===== src/host_port_pkg.sv =====
// Shared constants and types for the host bus port
package host_port_pkg;

  // Register select and data widths
  localparam int ADDR_W = 3;
  localparam int DATA_W = 8;

  // Layout of the synchronised pin vector
  localparam int SY_CS    = 0;
  localparam int SY_RD    = 1;
  localparam int SY_WR    = 2;
  localparam int SY_ADDR  = 3;
  localparam int SY_DATA  = 6;
  localparam int SY_STYLE = 14;
  localparam int SY_PAR   = 15;
  localparam int SY_RX    = 16;
  localparam int SYNC_W   = 17;

  // Pins idle high, so the synchroniser resets to all ones
  localparam logic [SYNC_W-1:0] SYNC_RST = 17'h1FFFF;

  // Modem control register: select code, field positions, reset value
  localparam logic [ADDR_W-1:0] MCR_ADDR     = 3'h4;
  localparam int                MCR_IRQ_EN   = 3;
  localparam int                MCR_PATH_SEL = 6;
  localparam logic [DATA_W-1:0] MCR_RESET    = 8'h00;

  // Edges to wait after reset before the straps are trusted
  localparam logic [1:0] STRAP_SETTLE = 2'h2;

  // Transfer phase of the host port
  typedef enum logic [2:0] {
    PH_IDLE  = 3'b001,
    PH_READ  = 3'b010,
    PH_WRITE = 3'b100
  } phase_t;

endpackage


===== src/host_sync_if.sv =====
// Carrier between the pin synchroniser and the host port logic
`timescale 1ns/1ps
interface host_sync_if;
  import host_port_pkg::*;

  logic [SYNC_W-1:0] raw;   // Pin levels as they arrive
  logic [SYNC_W-1:0] sync;  // Same levels after two flops

  modport pins (output raw, input sync);
  modport sync_side (input raw, output sync);
endinterface


===== src/pin_sync.sv =====
// Two-flop synchroniser for every asynchronous host pin
`timescale 1ns/1ps
module pin_sync (
  input  logic     clk_i,     // System clock
  input  logic     resetn_i,  // Asynchronous reset, active low
  host_sync_if.sync_side bus  // Raw pins in, clean levels out
);
  import host_port_pkg::*;

  logic [SYNC_W-1:0] meta_r;

  // One chain per bit; the first stage feeds only the second
  genvar g;
  generate
    for (g = 0; g < SYNC_W; g++) begin : g_bit
      always_ff @(posedge clk_i or negedge resetn_i) begin
        if (!resetn_i) begin
          meta_r[g]   <= SYNC_RST[g];
          bus.sync[g] <= SYNC_RST[g];
        end else begin
          meta_r[g]   <= bus.raw[g];
          bus.sync[g] <= meta_r[g];
        end
      end
    end
  endgenerate

endmodule


===== src/uart_host_bus_port.sv =====
// Host parallel bus port of the UART: decode, strobes, interrupt and status pins
`timescale 1ns/1ps
module uart_host_bus_port (
  input  logic                              clk_i,             // 100 MHz system clock
  input  logic                              resetn_i,          // Asynchronous reset, active low
  input  logic                              chip_sel_n_i,      // Chip select pin, active low
  input  logic                              read_strobe_n_i,   // Read strobe pin, active low
  input  logic                              write_strobe_n_i,  // Write strobe or direction pin
  input  logic [host_port_pkg::ADDR_W-1:0]  reg_select_lines_i,// Register select pins
  input  logic [host_port_pkg::DATA_W-1:0]  host_data_bus_i,   // Data bus pin levels
  output logic [host_port_pkg::DATA_W-1:0]  host_data_bus_o,   // Data bus drive value
  output logic                              host_data_bus_oe_o,// Data bus output enable
  input  logic                              bus_style_i,       // Strap: high selects separate strobes
  input  logic                              parallel_mode_i,   // Strap: high selects parallel host
  output logic                              irq_o,             // Interrupt pin drive value
  output logic                              irq_oe_o,          // Interrupt pin output enable
  output logic                              tx_space_flag_n_o, // Transmitter ready, active low
  output logic                              rx_data_flag_n_o,  // Receiver ready, active low
  output logic                              serial_tx_o,       // Serial transmit pin
  input  logic                              serial_rx_i,       // Serial receive pin
  output logic [host_port_pkg::ADDR_W-1:0]  reg_addr_o,        // Register select to the UART core
  output logic [host_port_pkg::DATA_W-1:0]  reg_wdata_o,       // Write byte to the UART core
  output logic                              reg_wr_o,          // Write pulse to the UART core
  output logic                              reg_rd_o,          // Read pulse to the UART core
  input  logic [host_port_pkg::DATA_W-1:0]  reg_rdata_i,       // Read byte, valid with reg_rd_o
  input  logic                              cpu_wr_i,          // Embedded processor write request
  input  logic                              cpu_rd_i,          // Embedded processor read request
  input  logic [host_port_pkg::ADDR_W-1:0]  cpu_addr_i,        // Embedded processor register select
  input  logic [host_port_pkg::DATA_W-1:0]  cpu_wdata_i,       // Embedded processor write byte
  input  logic                              irq_req_i,         // Interrupt request from the core
  input  logic                              tx_space_i,        // Transmit FIFO or holding has room
  input  logic                              rx_avail_i,        // Receive FIFO or holding has data
  input  logic                              core_tx_i,         // Serial bit from the transmitter
  output logic                              core_rx_o          // Serial bit to the receiver
);
  import host_port_pkg::*;

  host_sync_if sy ();

  logic                cs_n_s, rd_n_s, wr_n_s, style_s, par_s, rx_s;
  logic [ADDR_W-1:0]   addr_s;
  logic [DATA_W-1:0]   data_s;
  logic                cs_n_q, rd_n_q, wr_n_q;
  logic [1:0]          settle_r;
  logic                strap_done_r, strobe_mode_r, par_mode_r;
  phase_t              phase_r, phase_nxt;
  logic [ADDR_W-1:0]   addr_r, addr_nxt;
  logic                host_rd, host_wr;
  logic [DATA_W-1:0]   mcr_r;
  logic [DATA_W-1:0]   rdata_r;

  // Every pin passes two flops before any logic looks at it
  assign sy.raw = {serial_rx_i, parallel_mode_i, bus_style_i, host_data_bus_i,
                   reg_select_lines_i, write_strobe_n_i, read_strobe_n_i, chip_sel_n_i};

  pin_sync u_sync (
    .clk_i    (clk_i),
    .resetn_i (resetn_i),
    .bus      (sy.sync_side)
  );

  assign cs_n_s  = sy.sync[SY_CS];
  assign rd_n_s  = sy.sync[SY_RD];
  assign wr_n_s  = sy.sync[SY_WR];
  assign addr_s  = sy.sync[SY_ADDR +: ADDR_W];
  assign data_s  = sy.sync[SY_DATA +: DATA_W];
  assign style_s = sy.sync[SY_STYLE];
  assign par_s   = sy.sync[SY_PAR];
  assign rx_s    = sy.sync[SY_RX];

  // Previous strobe levels for edge detection
  always_ff @(posedge clk_i or negedge resetn_i) begin
    if (!resetn_i) begin
      cs_n_q <= 1'b1;
      rd_n_q <= 1'b1;
      wr_n_q <= 1'b1;
    end else begin
      cs_n_q <= cs_n_s;
      rd_n_q <= rd_n_s;
      wr_n_q <= wr_n_s;
    end
  end

  // Straps are caught once the synchroniser has flushed reset values
  always_ff @(posedge clk_i or negedge resetn_i) begin
    if (!resetn_i) begin
      settle_r      <= 2'h0;
      strap_done_r  <= 1'b0;
      strobe_mode_r <= 1'b1;
      par_mode_r    <= 1'b0;
    end else if (!strap_done_r) begin
      if (settle_r == STRAP_SETTLE) begin
        strap_done_r  <= 1'b1;
        strobe_mode_r <= style_s;
        par_mode_r    <= par_s;
      end else begin
        settle_r <= settle_r + 2'h1;
      end
    end
  end

  // Host transfer sequencing for both bus styles
  always_comb begin
    phase_nxt = phase_r;
    addr_nxt  = addr_r;
    host_rd   = 1'b0;
    host_wr   = 1'b0;
    unique case (phase_r)
      PH_IDLE: begin
        if (strap_done_r && par_mode_r && !cs_n_s) begin
          if (strobe_mode_r) begin
            // Direction pin doubles as write strobe only here; read strobe ignored otherwise
            if (rd_n_q && !rd_n_s) begin
              phase_nxt = PH_READ;
              addr_nxt  = addr_s;
              host_rd   = 1'b1;
            end else if (wr_n_q && !wr_n_s) begin
              phase_nxt = PH_WRITE;
              addr_nxt  = addr_s;
            end
          end else if (cs_n_q) begin
            addr_nxt = addr_s;
            if (wr_n_s) begin
              phase_nxt = PH_READ;
              host_rd   = 1'b1;
            end else begin
              phase_nxt = PH_WRITE;
            end
          end
        end
      end
      PH_READ: begin
        if (cs_n_s || (strobe_mode_r && rd_n_s)) begin
          phase_nxt = PH_IDLE;
        end
      end
      PH_WRITE: begin
        if (strobe_mode_r) begin
          // Chip select dropped before the strobe rose: abandon the write
          if (cs_n_s) begin
            phase_nxt = PH_IDLE;
          end else if (wr_n_s) begin
            phase_nxt = PH_IDLE;
            host_wr   = 1'b1;
          end
        end else if (cs_n_s) begin
          // Byte is taken as chip select closes the cycle
          phase_nxt = PH_IDLE;
          host_wr   = 1'b1;
        end
      end
      default: phase_nxt = PH_IDLE;
    endcase
  end

  always_ff @(posedge clk_i or negedge resetn_i) begin
    if (!resetn_i) begin
      phase_r <= PH_IDLE;
      addr_r  <= '0;
    end else begin
      phase_r <= phase_nxt;
      addr_r  <= addr_nxt;
    end
  end

  // Register access toward the core; the processor is locked out in parallel mode
  always_ff @(posedge clk_i or negedge resetn_i) begin
    if (!resetn_i) begin
      reg_addr_o  <= '0;
      reg_wdata_o <= '0;
      reg_wr_o    <= 1'b0;
      reg_rd_o    <= 1'b0;
    end else if (par_mode_r || !strap_done_r) begin
      reg_addr_o  <= addr_nxt;
      reg_wdata_o <= data_s;
      reg_wr_o    <= host_wr;
      reg_rd_o    <= host_rd;
    end else begin
      reg_addr_o  <= cpu_addr_i;
      reg_wdata_o <= cpu_wdata_i;
      reg_wr_o    <= cpu_wr_i;
      reg_rd_o    <= cpu_rd_i && !cpu_wr_i;
    end
  end

  // Shadow of the modem control register, snooped from committed writes
  always_ff @(posedge clk_i or negedge resetn_i) begin
    if (!resetn_i) begin
      mcr_r <= MCR_RESET;
    end else if (reg_wr_o && reg_addr_o == MCR_ADDR) begin
      mcr_r <= reg_wdata_o;
    end
  end

  // Read data is captured the cycle after the core is asked
  always_ff @(posedge clk_i or negedge resetn_i) begin
    if (!resetn_i) begin
      rdata_r <= '0;
    end else if (reg_rd_o) begin
      rdata_r <= reg_rdata_i;
    end
  end

  // Bus is driven only inside a selected read cycle
  always_ff @(posedge clk_i or negedge resetn_i) begin
    if (!resetn_i) begin
      host_data_bus_oe_o <= 1'b0;
    end else begin
      host_data_bus_oe_o <= (phase_nxt == PH_READ);
    end
  end
  assign host_data_bus_o = rdata_r;

  // Interrupt pin: push-pull high or open-drain low, gated by the enable bit
  always_ff @(posedge clk_i or negedge resetn_i) begin
    if (!resetn_i) begin
      irq_o    <= 1'b0;
      irq_oe_o <= 1'b0;
    end else if (strobe_mode_r) begin
      irq_o    <= irq_req_i;
      irq_oe_o <= mcr_r[MCR_IRQ_EN];
    end else begin
      irq_o    <= 1'b0;
      irq_oe_o <= mcr_r[MCR_IRQ_EN] && irq_req_i;
    end
  end

  // Ready flags; a flop here keeps pin timing independent of core paths
  always_ff @(posedge clk_i or negedge resetn_i) begin
    if (!resetn_i) begin
      tx_space_flag_n_o <= 1'b1;
      rx_data_flag_n_o  <= 1'b1;
    end else begin
      tx_space_flag_n_o <= !tx_space_i;
      rx_data_flag_n_o  <= !rx_avail_i;
    end
  end

  // Serial pins; idle high so the far end sees no false start bit
  always_ff @(posedge clk_i or negedge resetn_i) begin
    if (!resetn_i) begin
      serial_tx_o <= 1'b1;
      core_rx_o   <= 1'b1;
    end else begin
      serial_tx_o <= mcr_r[MCR_PATH_SEL] ? 1'b1 : core_tx_i;
      core_rx_o   <= mcr_r[MCR_PATH_SEL] ? 1'b1 : rx_s;
    end
  end
endmodule


===== config.mk =====
export PLATFORM = sky130hd
export DESIGN_NAME = uart_host_bus_port
export DESIGN_NICKNAME = d
export VERILOG_FILES = /design/src/host_port_pkg.sv /design/src/host_sync_if.sv /design/src/pin_sync.sv /design/src/uart_host_bus_port.sv
export SDC_FILE = /design/constraint.sdc
export NUM_CORES = 1
export LEC_CHECK = 0
export BUFFER_PORTS_ARGS = -buffer_cell sky130_fd_sc_hd__buf_2
export CAP_MARGIN = 5
export CORE_ASPECT_RATIO = 0.9
export CORE_MARGIN = 1.5
export CORE_UTILIZATION = 40
export DETAILED_ROUTE_END_ITERATION = 8
export GPL_TIMING_DRIVEN = 0
export PLACE_DENSITY = 0.63
export SETUP_SLACK_MARGIN = 0.1
export SLEW_MARGIN = 20
export SYNTH_ARGS = -nofsm -noshare
export SYNTH_HDL_FRONTEND = slang
export SYNTH_SLANG_ARGS = --single-unit

===== constraint.sdc =====
create_clock -name clk_i -period 1.95 [get_ports clk_i]
set_input_delay 0.0975 -clock clk_i [delete_from_list [all_inputs] [get_ports clk_i]]
set_output_delay 0.0975 -clock clk_i [all_outputs]
set_load 0.02 [all_outputs]

### Yosys cells after proc, flatten, opt, wreduce, memory -nomap -nowiden

Cells that the tools add are included.
Widths: inputs -> output; s select.

| cells by class | value |
|---|---|
| equality and inequality tests | 6 |
| reduce and logical (&&, ||, !) cells | 19 |
| $add $sub $neg | 1 |
| bitwise operators | 2 |
| multiplexer cells | 38 |

Operator list:

| cell | number |
|---|---|
| $mux 3 | 18 |
| $mux 1 | 18 |
| $pmux 3 s3 | 1 |
| $logic_and 1x1->1 | 8 |
| $mux 8 | 1 |
| $logic_not 1->1 | 7 |
| $eq 3x2->1 const B | 2 |
| $eq 3x3->1 const B | 2 |
| $reduce_and 2->1 | 2 |
| $eq 3x1->1 const B | 1 |
| $add 2x1->2 const B | 1 |
| $eq 2x2->1 const B | 1 |
| $logic_or 1x1->1 | 2 |
| $not 1->1 | 2 |

| word-level totals | value |
|---|---|
| word-level logic and storage cells | 122 |
| output and inout port bits | 28 |
| bits in registers | 83 |
| bits of input ports | 44 |

### Depth between registers and ports, before layout

Gate-level depths: netlist of run 1.

| logic depth | value |
|---|---|
| depth after elaboration | 8 |
| depth in mapped cells | 6 |
| gate-level depth less buffers | 5 |

### Hierarchy

From an unflattened synthesis of run 1, not the netlist that was laid out.

| second synthesis, totals | value |
|---|---|
| cells, all modules | 166 |
| area, all modules | 2,737.6 um2 |

Modules (own cells, without submodules):

| module | sequential area each (um2) | cells an instance | area an instance (um2) | times used |
|---|---|---|---|---|
| uart_host_bus_port | 1,112.3 | 132 | 1,844.3 | 1 |
| pin_sync | 893.4 | 34 | 893.4 | 1 |

### Least setup slack after synthesis of run 1

No wires, ideal clock.

| path | value |
|---|---|
| path kind | register to register |
| start point | reg phase_r[1] |
| end point | reg reg_addr_o[1] (netlist name) |
| arrival | 1,854 ps |
| path buffers | 0 |
| setup slack | -31 ps |
| required time | 1,822 ps |
| cell stages (with the launch flop) | 5 |
| path through | dfrtp_1 > or4b_4 > a311oi_4 > mux2_4 > mux2_1 |

| between the ends | value |
|---|---|
| cells in the longest elaborated chain, start to end | 3 |

Ends and longest elaborated chain:

| what | line | RTL |
|---|---|---|
| start, declared | uart_host_bus_port.sv:46 | `phase_t phase_r, phase_nxt;` |
| start signal, assigned | uart_host_bus_port.sv:161 | `phase_r <= phase_nxt;` |
| $eq 3x1->1 | uart_host_bus_port.sv:108 | `unique case (phase_r)` |
| $mux 3 | uart_host_bus_port.sv:108 |  |
| net addr_nxt[1] | uart_host_bus_port.sv:47 | `logic [ADDR_W-1:0] addr_r, addr_nxt;` |
| $mux 3 | uart_host_bus_port.sv:173 | `end else if (par_mode_r \|\| !strap_done_r) begin` |
| end signal, assigned | uart_host_bus_port.sv:174 | `reg_addr_o <= addr_nxt;` |
| end signal, assigned | uart_host_bus_port.sv:179 | `reg_addr_o <= cpu_addr_i;` |
| end, declared | uart_host_bus_port.sv:21 | `output logic [host_port_pkg::ADDR_W-1:0] reg_addr_o,` |

The timed path passes the listed nets, and every way through them passes these cells.
A chain may end at the register's enable or synchronous reset.

### Worst setup path after layout of run 1

| path | value |
|---|---|
| start point | reg phase_r[2] |
| end point | reg reg_addr_o[2] (netlist name) |

Same word-level chain as after synthesis.

==> results.md, run 1 <==
- Violated checks: setup timing
- Placed cell area: around 3100 um2
- Area Growth Syn to Fin: 44.9%
- Number of global-route vias before repair: between 1.5k and 2k
- CP max FO: 5
- Post-synth EDFFs: 0
- Core area: 6250 um2
- Clock Skews: roughly 0.009 ns
- Critical path class: reg -> reg
- Post-route ant nets: 0
- Pre-CTS WS: -0.182 ns
- Cell mode on critical path: mux2_4
- Max Slew Vio Count: 0
- CTS clk-pin slew, worst paths: 0.07 ns
- Starting Density: between 40 and 50%
- Fin crit share: 102%
- Root buf cell: clkbuf_8
- Element type at the critical path end: flop
- Average size of a mapped cell: approximately 15 um2
- Worst setup SP type: flop
- Synthesis warning total: 0
- Final WL: ~5000 um
- Fin Hold WS: 0.208 ns
- Nets: between 300 and 400
- Worst hold path class: in -> async
- Slew margin rel.: around two thirds
- PwrDens: between 900 and 1000 nW/um2
- Ys flop type: dfstp_2
- Highest Clock Rate: about 500 MHz
- DRC viols: 0
- Remaining global-route overflow: 0
- FFs w/ async S/R, synth: 100%
- CTS Buf Count: 9
- Syn Inst Count: around 170
- Clock buffer depth: 2
- WP data required: 2.17 ns
- Routed vias: 1710
- Vias/cell: 4.31
- RSZ-0062 raised after global routing: true
- Max_cap viols: 0
- Clock Latency Late Sink: 0.34 ns
- Ports: 72
- Global-route wire length before repair: between 8000 and 9000 um
- Die Footprint: 7070 um2
- Sequential-to-total area share from yosys stat: 76.2%
- Die W: between 80 and 90 um
- Share of layout cells above drive strength 1: roughly half
- Number of buffers added on ports: 71
- Setup-failing EPs final: 2
- Synth cell types: 30
- WL/cell: between 10 and 15 um
- Critical Path Slowest Stage Cell: or4b_4
- Crit path cell chain: or4b_4 -> a311oi_4 -> buf_6 -> mux2_4 -> mux2_4
- CTS tree: yes
- Die Height: between 70 and 80 um
- # rows: 27
- 1st-iter DRT viols: 47
- Antenna diode count: 0
- Reg2reg path depth: 5
- Status: finished, violations left
- Final Hold Vio Count: 0
- GPL Wtd Cong: 0.780
- Total clock sinks: 78
- Fin area: roughly 3800 um2
- Syn_nets: 219
- Initial antenna violation count: 0
- WP data arrival: 2.22 ns
- Pleak: roughly 1.8 nW
- Worst Tran Pin Value: ~0.5 ns
- Max incr delay on CP: 0.53 ns
- Worst path setup slack after routing: -0.0471 ns
- DR pass1 iterations: 4
- DP HPWL: 3130 um
- Largest net degree at the start of global routing: 58
- Tmin final: ~2.0 ns
- GRT Util Overall: 15.7%
- Register bit total from synthesis: just under 80
- Htree depth: 3
- VDD IR max: around 0.54 mV
- Post-Syn Area: roughly 2600 um2
## power breakdown
part / internal, mW / switching, mW
registers: 1.83 / 0.0743
clock network: 0.670 / 0.558
logic: 0.272 / 0.276
## cell usage after synthesis, types with 2 or more instances
library cell  instances  area, um2
clkbuf_1              5       18.8
nand2b_1              6       37.5
o21ai_0               2       10.0
or2_2                 3       18.8
inv_1                 4       15.0
mux2_2               12        135
mux2_4                2       30.0
a21oi_1               4       20.0
dfstp_2              43       1130
mux2_1                2       22.5
nand2_1              32        120
nor2b_1               3       18.8
o211ai_1              2       15.0
nand3b_1              4       30.0
dfrtp_1              35        876
## path summary, 6_finish.rpt
path                                    from                   to  slack, ns
max                               phase_r[2]        reg_addr_o[2]      -0.05
min                                 resetn_i       reg_wdata_o[0]       0.21
max reg2reg                       phase_r[2]        reg_addr_o[2]      -0.05
min reg2reg                u_sync.meta_r[10]  u_sync.bus.sync[10]       0.35
max in group asynchronous           resetn_i    u_sync.meta_r[16]       1.15
min in group clk_i         u_sync.meta_r[10]  u_sync.bus.sync[10]       0.35
## placed cells by master, fill, tap and decap left out, drive strengths merged
cell	instances
nand4	1
a21oi	4
o211ai	2
nor3	1
or2	3
nor2	1
dfstp	43
nand2	32
nor2b	3
a2111o	1
a31oi	1
xnor2	1
clkinv	1
and2	1
or4b	1
o21ai	2
a211oi	1
mux2	16
dlygate4sd3	43
nor3b	1
bufinv	1
clkbuf	16
nand3	1
a311oi	1
o21a	1
or3	1
ha	1
dfrtp	35
nand3b	4
nand2b	6
buf	77
inv	7
## flip-flops by register name, indices dropped and copies added (netlist names), 3 cells and up
register	count
addr_r	3
u_sync.bus.sync	17
reg_addr_o	3
reg_wdata_o	8
u_sync.meta_r	17
host_data_bus_o	8
phase_r	3
## metrics by stage
step / instances / total power, mW / TNS (ns) / util, %
6_report: 397 / 3.68 / -0.0869 / 61.0
5_1_grt: 397 / 3.86 / -0.184 / 61.0
3_3_place_gp: 332 / 2.39 / -0.319 / 49.6
4_1_cts: 397 / 3.73 / -0.0787 / 61.0
3_5_place_dp: 333 / 2.41 / -0.361 / 50.1
2_1_floorplan: 174 / 2.19 / -0.0455 / -
## layout make-up
type | count | area (um2)
fillers | 478 | 2440
clock inverters | 5 | 53.8
clock buffers | 11 | 153
repair buffers | 120 | 857
multi-input cells | 87 | 599
well taps | 87 | 109
plain buffers | 5 | 18.8
flip-flops and latches | 78 | 2010
inverters | 4 | 15.0
## kinds of logic (layout without fill, tap and decap cells)
logic type	count (synthesis)	count (layout)	share of synthesized area [%]
muxes	16	16	7.13
adders and majority gates	1	1	0.475
xor gates and xnor gates	1	1	0.333
DFF	78	78	76.2
buffers and inverters	9	145	1.28
AOI/OAI and AO/OA	13	13	3.95
and+or+nand+nor	56	56	10.6
## routing by layer
layer / routed length, um / share of wire (%) / vias up / track usage, %
met2: 2510 / 51 / 69 / 26.3
met5: 0 / 0 / - / 0
met3: 239 / 4.8 / 9 / 5.07
li1: - / - / 834 / -
met4: 96 / 1.9 / 0 / 7.97
met1: 2100 / 42 / 798 / 18.0
## critical path, delay by kind of cell, from the launching register on
| family | cells | cell delay [ns] |
|---|---|---|
| muxes | 2 | 0.56 |
| buffers and inverters | 1 | 0.17 |
| and+or+nand+nor | 1 | 0.53 |
| DFF | 1 | 0.40 |
| AOI/OAI and AO/OA | 1 | 0.23 |
## what timing repair did
| action | 4_1_cts | 5_1_grt |
|---|---|---|
| setup endpoints to repair | 4 | 2 |
| hold endpoints to repair | 95 | 0 |
| gates resized for setup | 1 | 1 |
| setup buffers | 5 | 0 |
| pin swaps | 1 | 0 |
| hold buffers | 43 | 0 |
Note: power is estimated with default switching activity, not from simulation.
==> run 2, diff against run 1 <==
- CAP_MARGIN: 5 -> 10
- SKIP_CTS_REPAIR_TIMING: default -> 1
==> run 2 against run 1 <==
Against the previous run:
- the flow still finishes with violations (setup timing)
- sequential power about the same
- hold slack got worse by 0.20 ns
- power decreased by 0.23%
- sequential cell count unchanged
- clock-buffer cell count unchanged
- non-clock buffer count decreased by 3
- critical path depth unchanged
- global-route usage decreased by 1.5 points
- highest routed layer unchanged
==> results.md, run 2 (synthesis results as in run 1) <==
- Critical path class: reg -> reg
- Commonest cells after routing, fill and taps aside: 70 x buf_2, 43 x dfstp_2, 41 x dlygate4sd3_1
- CTS clk-pin slew, worst paths: around 0.070 ns
- Htree depth: 3
- Fin crit share: 103%
- # rows: 27
- P_int: between 2 and 3 mW
- Ports: 72
- Global-route wire length before repair: 7200 um
- Max_cap viols: 0
- Violated checks: setup timing
- FF+latch area: 2010 um2
- Fin util: roughly 61%
- Element type at the critical path end: flop
- Highest Clock Rate: 499 MHz
- Number of buffers added on ports: a little over 70
- DR pass1 iterations: 6
- Final WL: between 4000 and 5000 um
- Core area: ~6200 um2
- Vias/cell: around 4.3
- WL/cell: about 12 um
- Remaining global-route overflow: 0
- Worst R2R Start: phase_r[2]
- Worst path setup slack after routing: -0.0548 ns
- WP data arrival: 2.23 ns
- Status: finished, violations left
- Starting Density: 42.1%
- Die Height: between 70 and 80 um
- Worst Setup SP: phase_r[2]
- DRC viols: 0
- WP data required: ~2.2 ns
- CTS tree: yes
- Setup TNS Final: -0.101 ns
- Tmin final: approximately 2.0 ns
- Worst Tran Pin Value: about 0.51 ns
- Post-route ant nets: 0
- Most common cell after layout, fill and taps aside: buf_2
- Pre-CTS WS: -0.182 ns
- Slew margin rel.: 65.7%
- VDD IR max: between 0.5 and 0.6 mV
- Max Slew Vio Count: 0
- GPL Wtd Cong: 0.780
- Number of global-route vias before repair: roughly 1.6k
- Antenna diode count: 0
- Share of layout cells above drive strength 1: between 50% and 60%
- Flop-to-flop setup slack: -0.05 ns
- DP HPWL: 3130 um
- Clock buffer depth: 2
- Worst hold path class: in -> reg
- Setup-failing EPs final: 2
- Sw frac: 24.6%
- Die W: roughly 88 um
- Largest regs: u_sync.bus.sync (17), u_sync.meta_r (17)
- Nets: 347
- Largest net degree at the start of global routing: 58
- Final Hold Vio Count: 0
- PwrDens: a little under 1000 nW/um2
- Clock network power share: between 30 and 40%
- Clock Skews: between 0.009 and 0.01 ns
- RSZ-0062 raised after global routing: true
- Multi-input logic area: between 500 and 600 um2
- Initial antenna violation count: 0
- Die Footprint: 7070 um2
- Area Growth Syn to Fin: 43.8%
- Filler Cell Count: between 400 and 500
- Total clock sinks: a little under 80
- Clock Latency Late Sink: approximately 0.34 ns
- Combinational share of power: roughly 15%
- CTS Buf Count: 9
- CP max FO: 5
- Worst setup SP type: flop
- Reg power frac: between 50% and 60%
- Routed vias: ~1.7k
- GRT Util Overall: 14.3%
- 1st-iter DRT viols: 52
- Pleak: around 1.8 nW
- Critical hold path startpoint: reg_rdata_i[1]
- Root buf cell: clkbuf_8
- NetSw: about 0.9 mW
run 2: changes by cell type in the layout (fill, tap and decap cells not counted):
cell           delta
dlygate4sd3_1     -2
buf_4             -1
run 2: layout make-up:
class                      count  area share, %
buffer                         5          0.496
clock buffer                  11           4.03
clock inverter                 5           1.42
inverter                       4          0.397
multi-input combinational     87           15.8
sequential                    78           53.0
tap                           87           2.88
timing repair buffer         117           21.9
run 2: power by group through the flow:
| stage | Clock [mW] | Combinational, mW | Sequential [mW] |
|---|---|---|---|
| global route | 1.34 | 0.599 | 1.92 |
| global placement | 0 | 0.464 | 1.92 |
| detailed placement | 0 | 0.478 | 1.93 |
| floorplan | 0 | 0.163 | 2.03 |
| finish | 1.23 | 0.543 | 1.90 |
| CTS | 1.27 | 0.481 | 1.90 |
run 2: worst max-delay path, stage by stage, from the launching register on:
cell and delay (ns):
dfrtp_1 0.41, or4b_4 0.54, a311oi_4 0.22, buf_6 0.17, mux2_4 0.31, mux2_4 0.25
run 2: worst paths after layout:
check                                 endpoint  cells after the start
max reg2reg                      reg_addr_o[2]                      5
max                              reg_addr_o[2]                      5
min                         host_data_bus_o[1]                      2
max in group asynchronous    u_sync.meta_r[16]                      3
min in group asynchronous       reg_wdata_o[0]                      2
min reg2reg                u_sync.bus.sync[10]                      0
run 2: metrics by stage:
stage	std cells	hold WS, ns	cell area, um2	total power [mW]
2_1_floorplan	174	-0.198	2640	2.19
5_1_grt	394	-0.00182	3780	3.86
4_1_cts	349	-0.364	3340	3.66
6_report	394	0.0102	3780	3.67
3_3_place_gp	332	0.203	3100	2.39
3_5_place_dp	333	0.00863	3130	2.41
run 2: per-layer routing:
layer | vias up | routed length, um | GRT usage [%]
li1 | 827 | - | -
met1 | 787 | 2080 | 16.9
met2 | 63 | 2490 | 22.2
met3 | 7 | 246 | 5.38
met4 | 0 | 79 | 8.13
met5 | - | 0 | 0
==> run 3, diff against run 2 <==
- SYNTH_HIERARCHICAL: default -> 1
==> run 3 against run 2 <==
Against the previous run:
- the run now ends clean
- global-route usage decreased by 1.4 points
- critical endpoint unchanged
- final cell count decreased by 2.0%
- register-to-register slack improved by 0.50 ns
- highest routed layer unchanged
- critical path type unchanged
- clock power decreased by 5%
- routed wire length decreased by 2.7%
- largest cell class unchanged
- die area increased by 3.9%
- clock skew decreased by 0.0014 ns
- power decreased by 0.87%
- sequential share of layout area decreased by 1.0 points
- synthesized area increased by 4.0%
- combinational power increased by 3%
- hold slack improved by 0.0095 ns
==> results.md, run 3 <==
- Status: finished, final reports clean
- Die Footprint: 7350 um2
- Number of global-route vias before repair: around 1.5k
- Die W: 90.2 um
- Worst R2R Start: u_sync/bus.sync[1]
- Synth top area share: about two fifths
- Starting Density: 41.6%
- Inst Count DP: about 330
- Ys flop type: dfstp_2
- Synthesis warning total: 6
- Worst Tran Pin Value: ~0.45 ns
- Largest regs: u_sync/bus.sync (17), u_sync/meta_r (17)
- Syn_nets: 211
- Final Hold Vio Count: 0
- Routed vias: 1725
- Synth cell types: 44
- Htree depth: 3
- Nets: about 340
- Global-route wire length before repair: around 7100 um
- Root buf cell: clkbuf_8
- Sequential-to-total area share from yosys stat: between 70% and 80%
- Largest net degree at the start of global routing: 59
- Top cells by instance count after synthesis: 43 x dfstp_2, 35 x dfrtp_1, 20 x mux2_2
- Register bit total from synthesis: between 70 and 80
- Critical Path Slowest Stage Cell: dfstp_2
- Element type at the critical path end: flop
- WL met1: about 2100 um
- Max incr delay on CP: 0.54 ns
- Post-Syn Area: ~2700 um2
- Setup-failing EPs final: 0
- Clock buffer depth: 2
- WL/cell: roughly 12 um
- GRT Util Overall: between 10% and 20%
- Power Total: ~3.6 mW
- Fin util: about three fifths
- Antenna diode count: 0
- Crit path cell chain: nand2b_1 -> a31oi_4 -> and3_2 -> a221o_1
- Post-synth EDFFs: 0
- 1st-iter DRT viols: 44
- DP HPWL: around 3100 um
- Tmin final: approximately 1.5 ns
- Max Slew Vio Count: 0
- Most common cell in the netlist: dfstp_2
- Syn Inst Count: about 170
- Max_cap viols: 0
- Fin crit share: between 70 and 80%
- Final WL: around 4800 um
- Worst setup SP type: flop
- Most common cell after layout, fill and taps aside: buf_2
- Remaining global-route overflow: 0
- WP data arrival: 1.73 ns
- Area Growth Syn to Fin: 40.8%
- Setup TNS Final: 0 ns
- Fin cells: about 390
- Worst Setup SP: u_sync/bus.sync[1]
- CTS clk-pin slew, worst paths: approximately 0.08 ns
- Clock Latency Late Sink: around 0.34 ns
- Critical path class: reg -> reg
- Ranking of synthesized cells by area: dfstp_2 41%, dfrtp_1 32%, mux2_2 8.2%
- Number of buffers added on ports: 71
- Average size of a mapped cell: 16.5 um2
- Initial antenna violation count: 0
- GPL Wtd Cong: 0.781
- Share of layout cells above drive strength 1: just under 60%
- VDD IR max: around 0.45 mV
- Pleak: 1.74 nW
- DRC viols: 0
- Highest Clock Rate: between 600 and 700 MHz
- Met2 routed WL: 2340 um
- Clock Skews: between 0.008 and 0.009 ns
- CP max FO: 4
- DR top layer: met4
- Fin area: between 3000 and 4000 um2
- Die Height: 81.5 um
- DR pass1 iterations: 4
- Routed wl met3: around 260 um
- # rows: 28
- CTS tree: yes
- Placed cell area: between 3000 and 4000 um2
- Critical hold path startpoint: cpu_rd_i
- Total clock sinks: just under 80
- FFs w/ async S/R, synth: 100%
- RSZ-0062 raised after global routing: false
- Post-synth top area cell: dfstp_2
- Commonest cells after routing, fill and taps aside: 70 x buf_2, 43 x dfstp_2, 42 x dlygate4sd3_1
- Ports: 72
- Worst hold path class: in -> reg
- Post-route ant nets: 0
- CTS Buf Count: 9
- WP data required: between 2 and 2.5 ns
- Slew margin rel.: 70.1%
- Filler Cell Count: around 560
- PwrDens: 944 nW/um2
- Core area: 6590 um2
- Vias/cell: between 4 and 5
-- run 3: worst paths after layout --
kind | endpoint | slack (ns) | depth (start not counted)
min in group asynchronous | host_data_bus_oe_o | 0.19 | 2
hold reg to reg | u_sync/bus.sync[14] | 0.35 | 0
setup / recovery | reg_addr_o[2] | 0.45 | 4
hold / removal | reg_rd_o | 0.02 | 3
setup reg to reg | reg_addr_o[2] | 0.45 | 4
max in group asynchronous | u_sync/meta_r[3] | 1.16 | 3
-- run 3: per-layer routing --
| metal | up-vias | global-route usage, % |
|---|---|---|
| met4 | 0 | 6.19 |
| li1 | 822 | - |
| met3 | 9 | 5.65 |
| met1 | 841 | 16.7 |
| met5 | - | 0 |
| met2 | 53 | 18.6 |
-- run 3: cell type report --
class / count / area (um2) / share of cell area [%]
multi-input cells: 80 / 683 / 17.7
repair buffers: 114 / 806 / 20.9
plain buffers: 5 / 37.5 / 0.974
clock buffers: 10 / 138 / 3.57
flip-flops and latches: 78 / 2010 / 52.0
clock inverters: 6 / 61.3 / 1.59
well taps: 90 / 113 / 2.92
inverters: 3 / 11.3 / 0.292
-- run 3: power by group --
group          leakage, nW  switching, mW  internal (mW)
Combinational        0.762          0.274          0.287
Clock                0.102          0.550          0.621
Sequential           0.872         0.0776           1.83
-- run 3: worst max-delay path, delay by kind of cell (launching register included) --
family | cells | cell delay [ns]
AO/OA/AOI/OAI | 2 | 0.38
flip-flops | 1 | 0.54
AND/OR/NAND/NOR | 2 | 0.46
-- run 3: cell families (layout without fill, tap and decap cells) --
logic type      count (synthesis)  count (layout)  synth area share [%]
flops                          78              78                  73.3
simple gates                   36              36                  9.10
mux                            22              22                  9.14
compound gates                 20              20                  5.94
buf+inv                         8             138                  1.78
fa+ha+maj                       1               1                 0.457
xor+xnor                        1               1                 0.320
-- run 3: through the flow --
step	hold slack [ns]	setup slack, ns
floorplan	-0.198	0.535
global placement	0.202	0.304
detailed placement	0.00142	0.456
CTS	-0.377	0.440
global route	0.0300	0.362
finish	0.0197	0.447
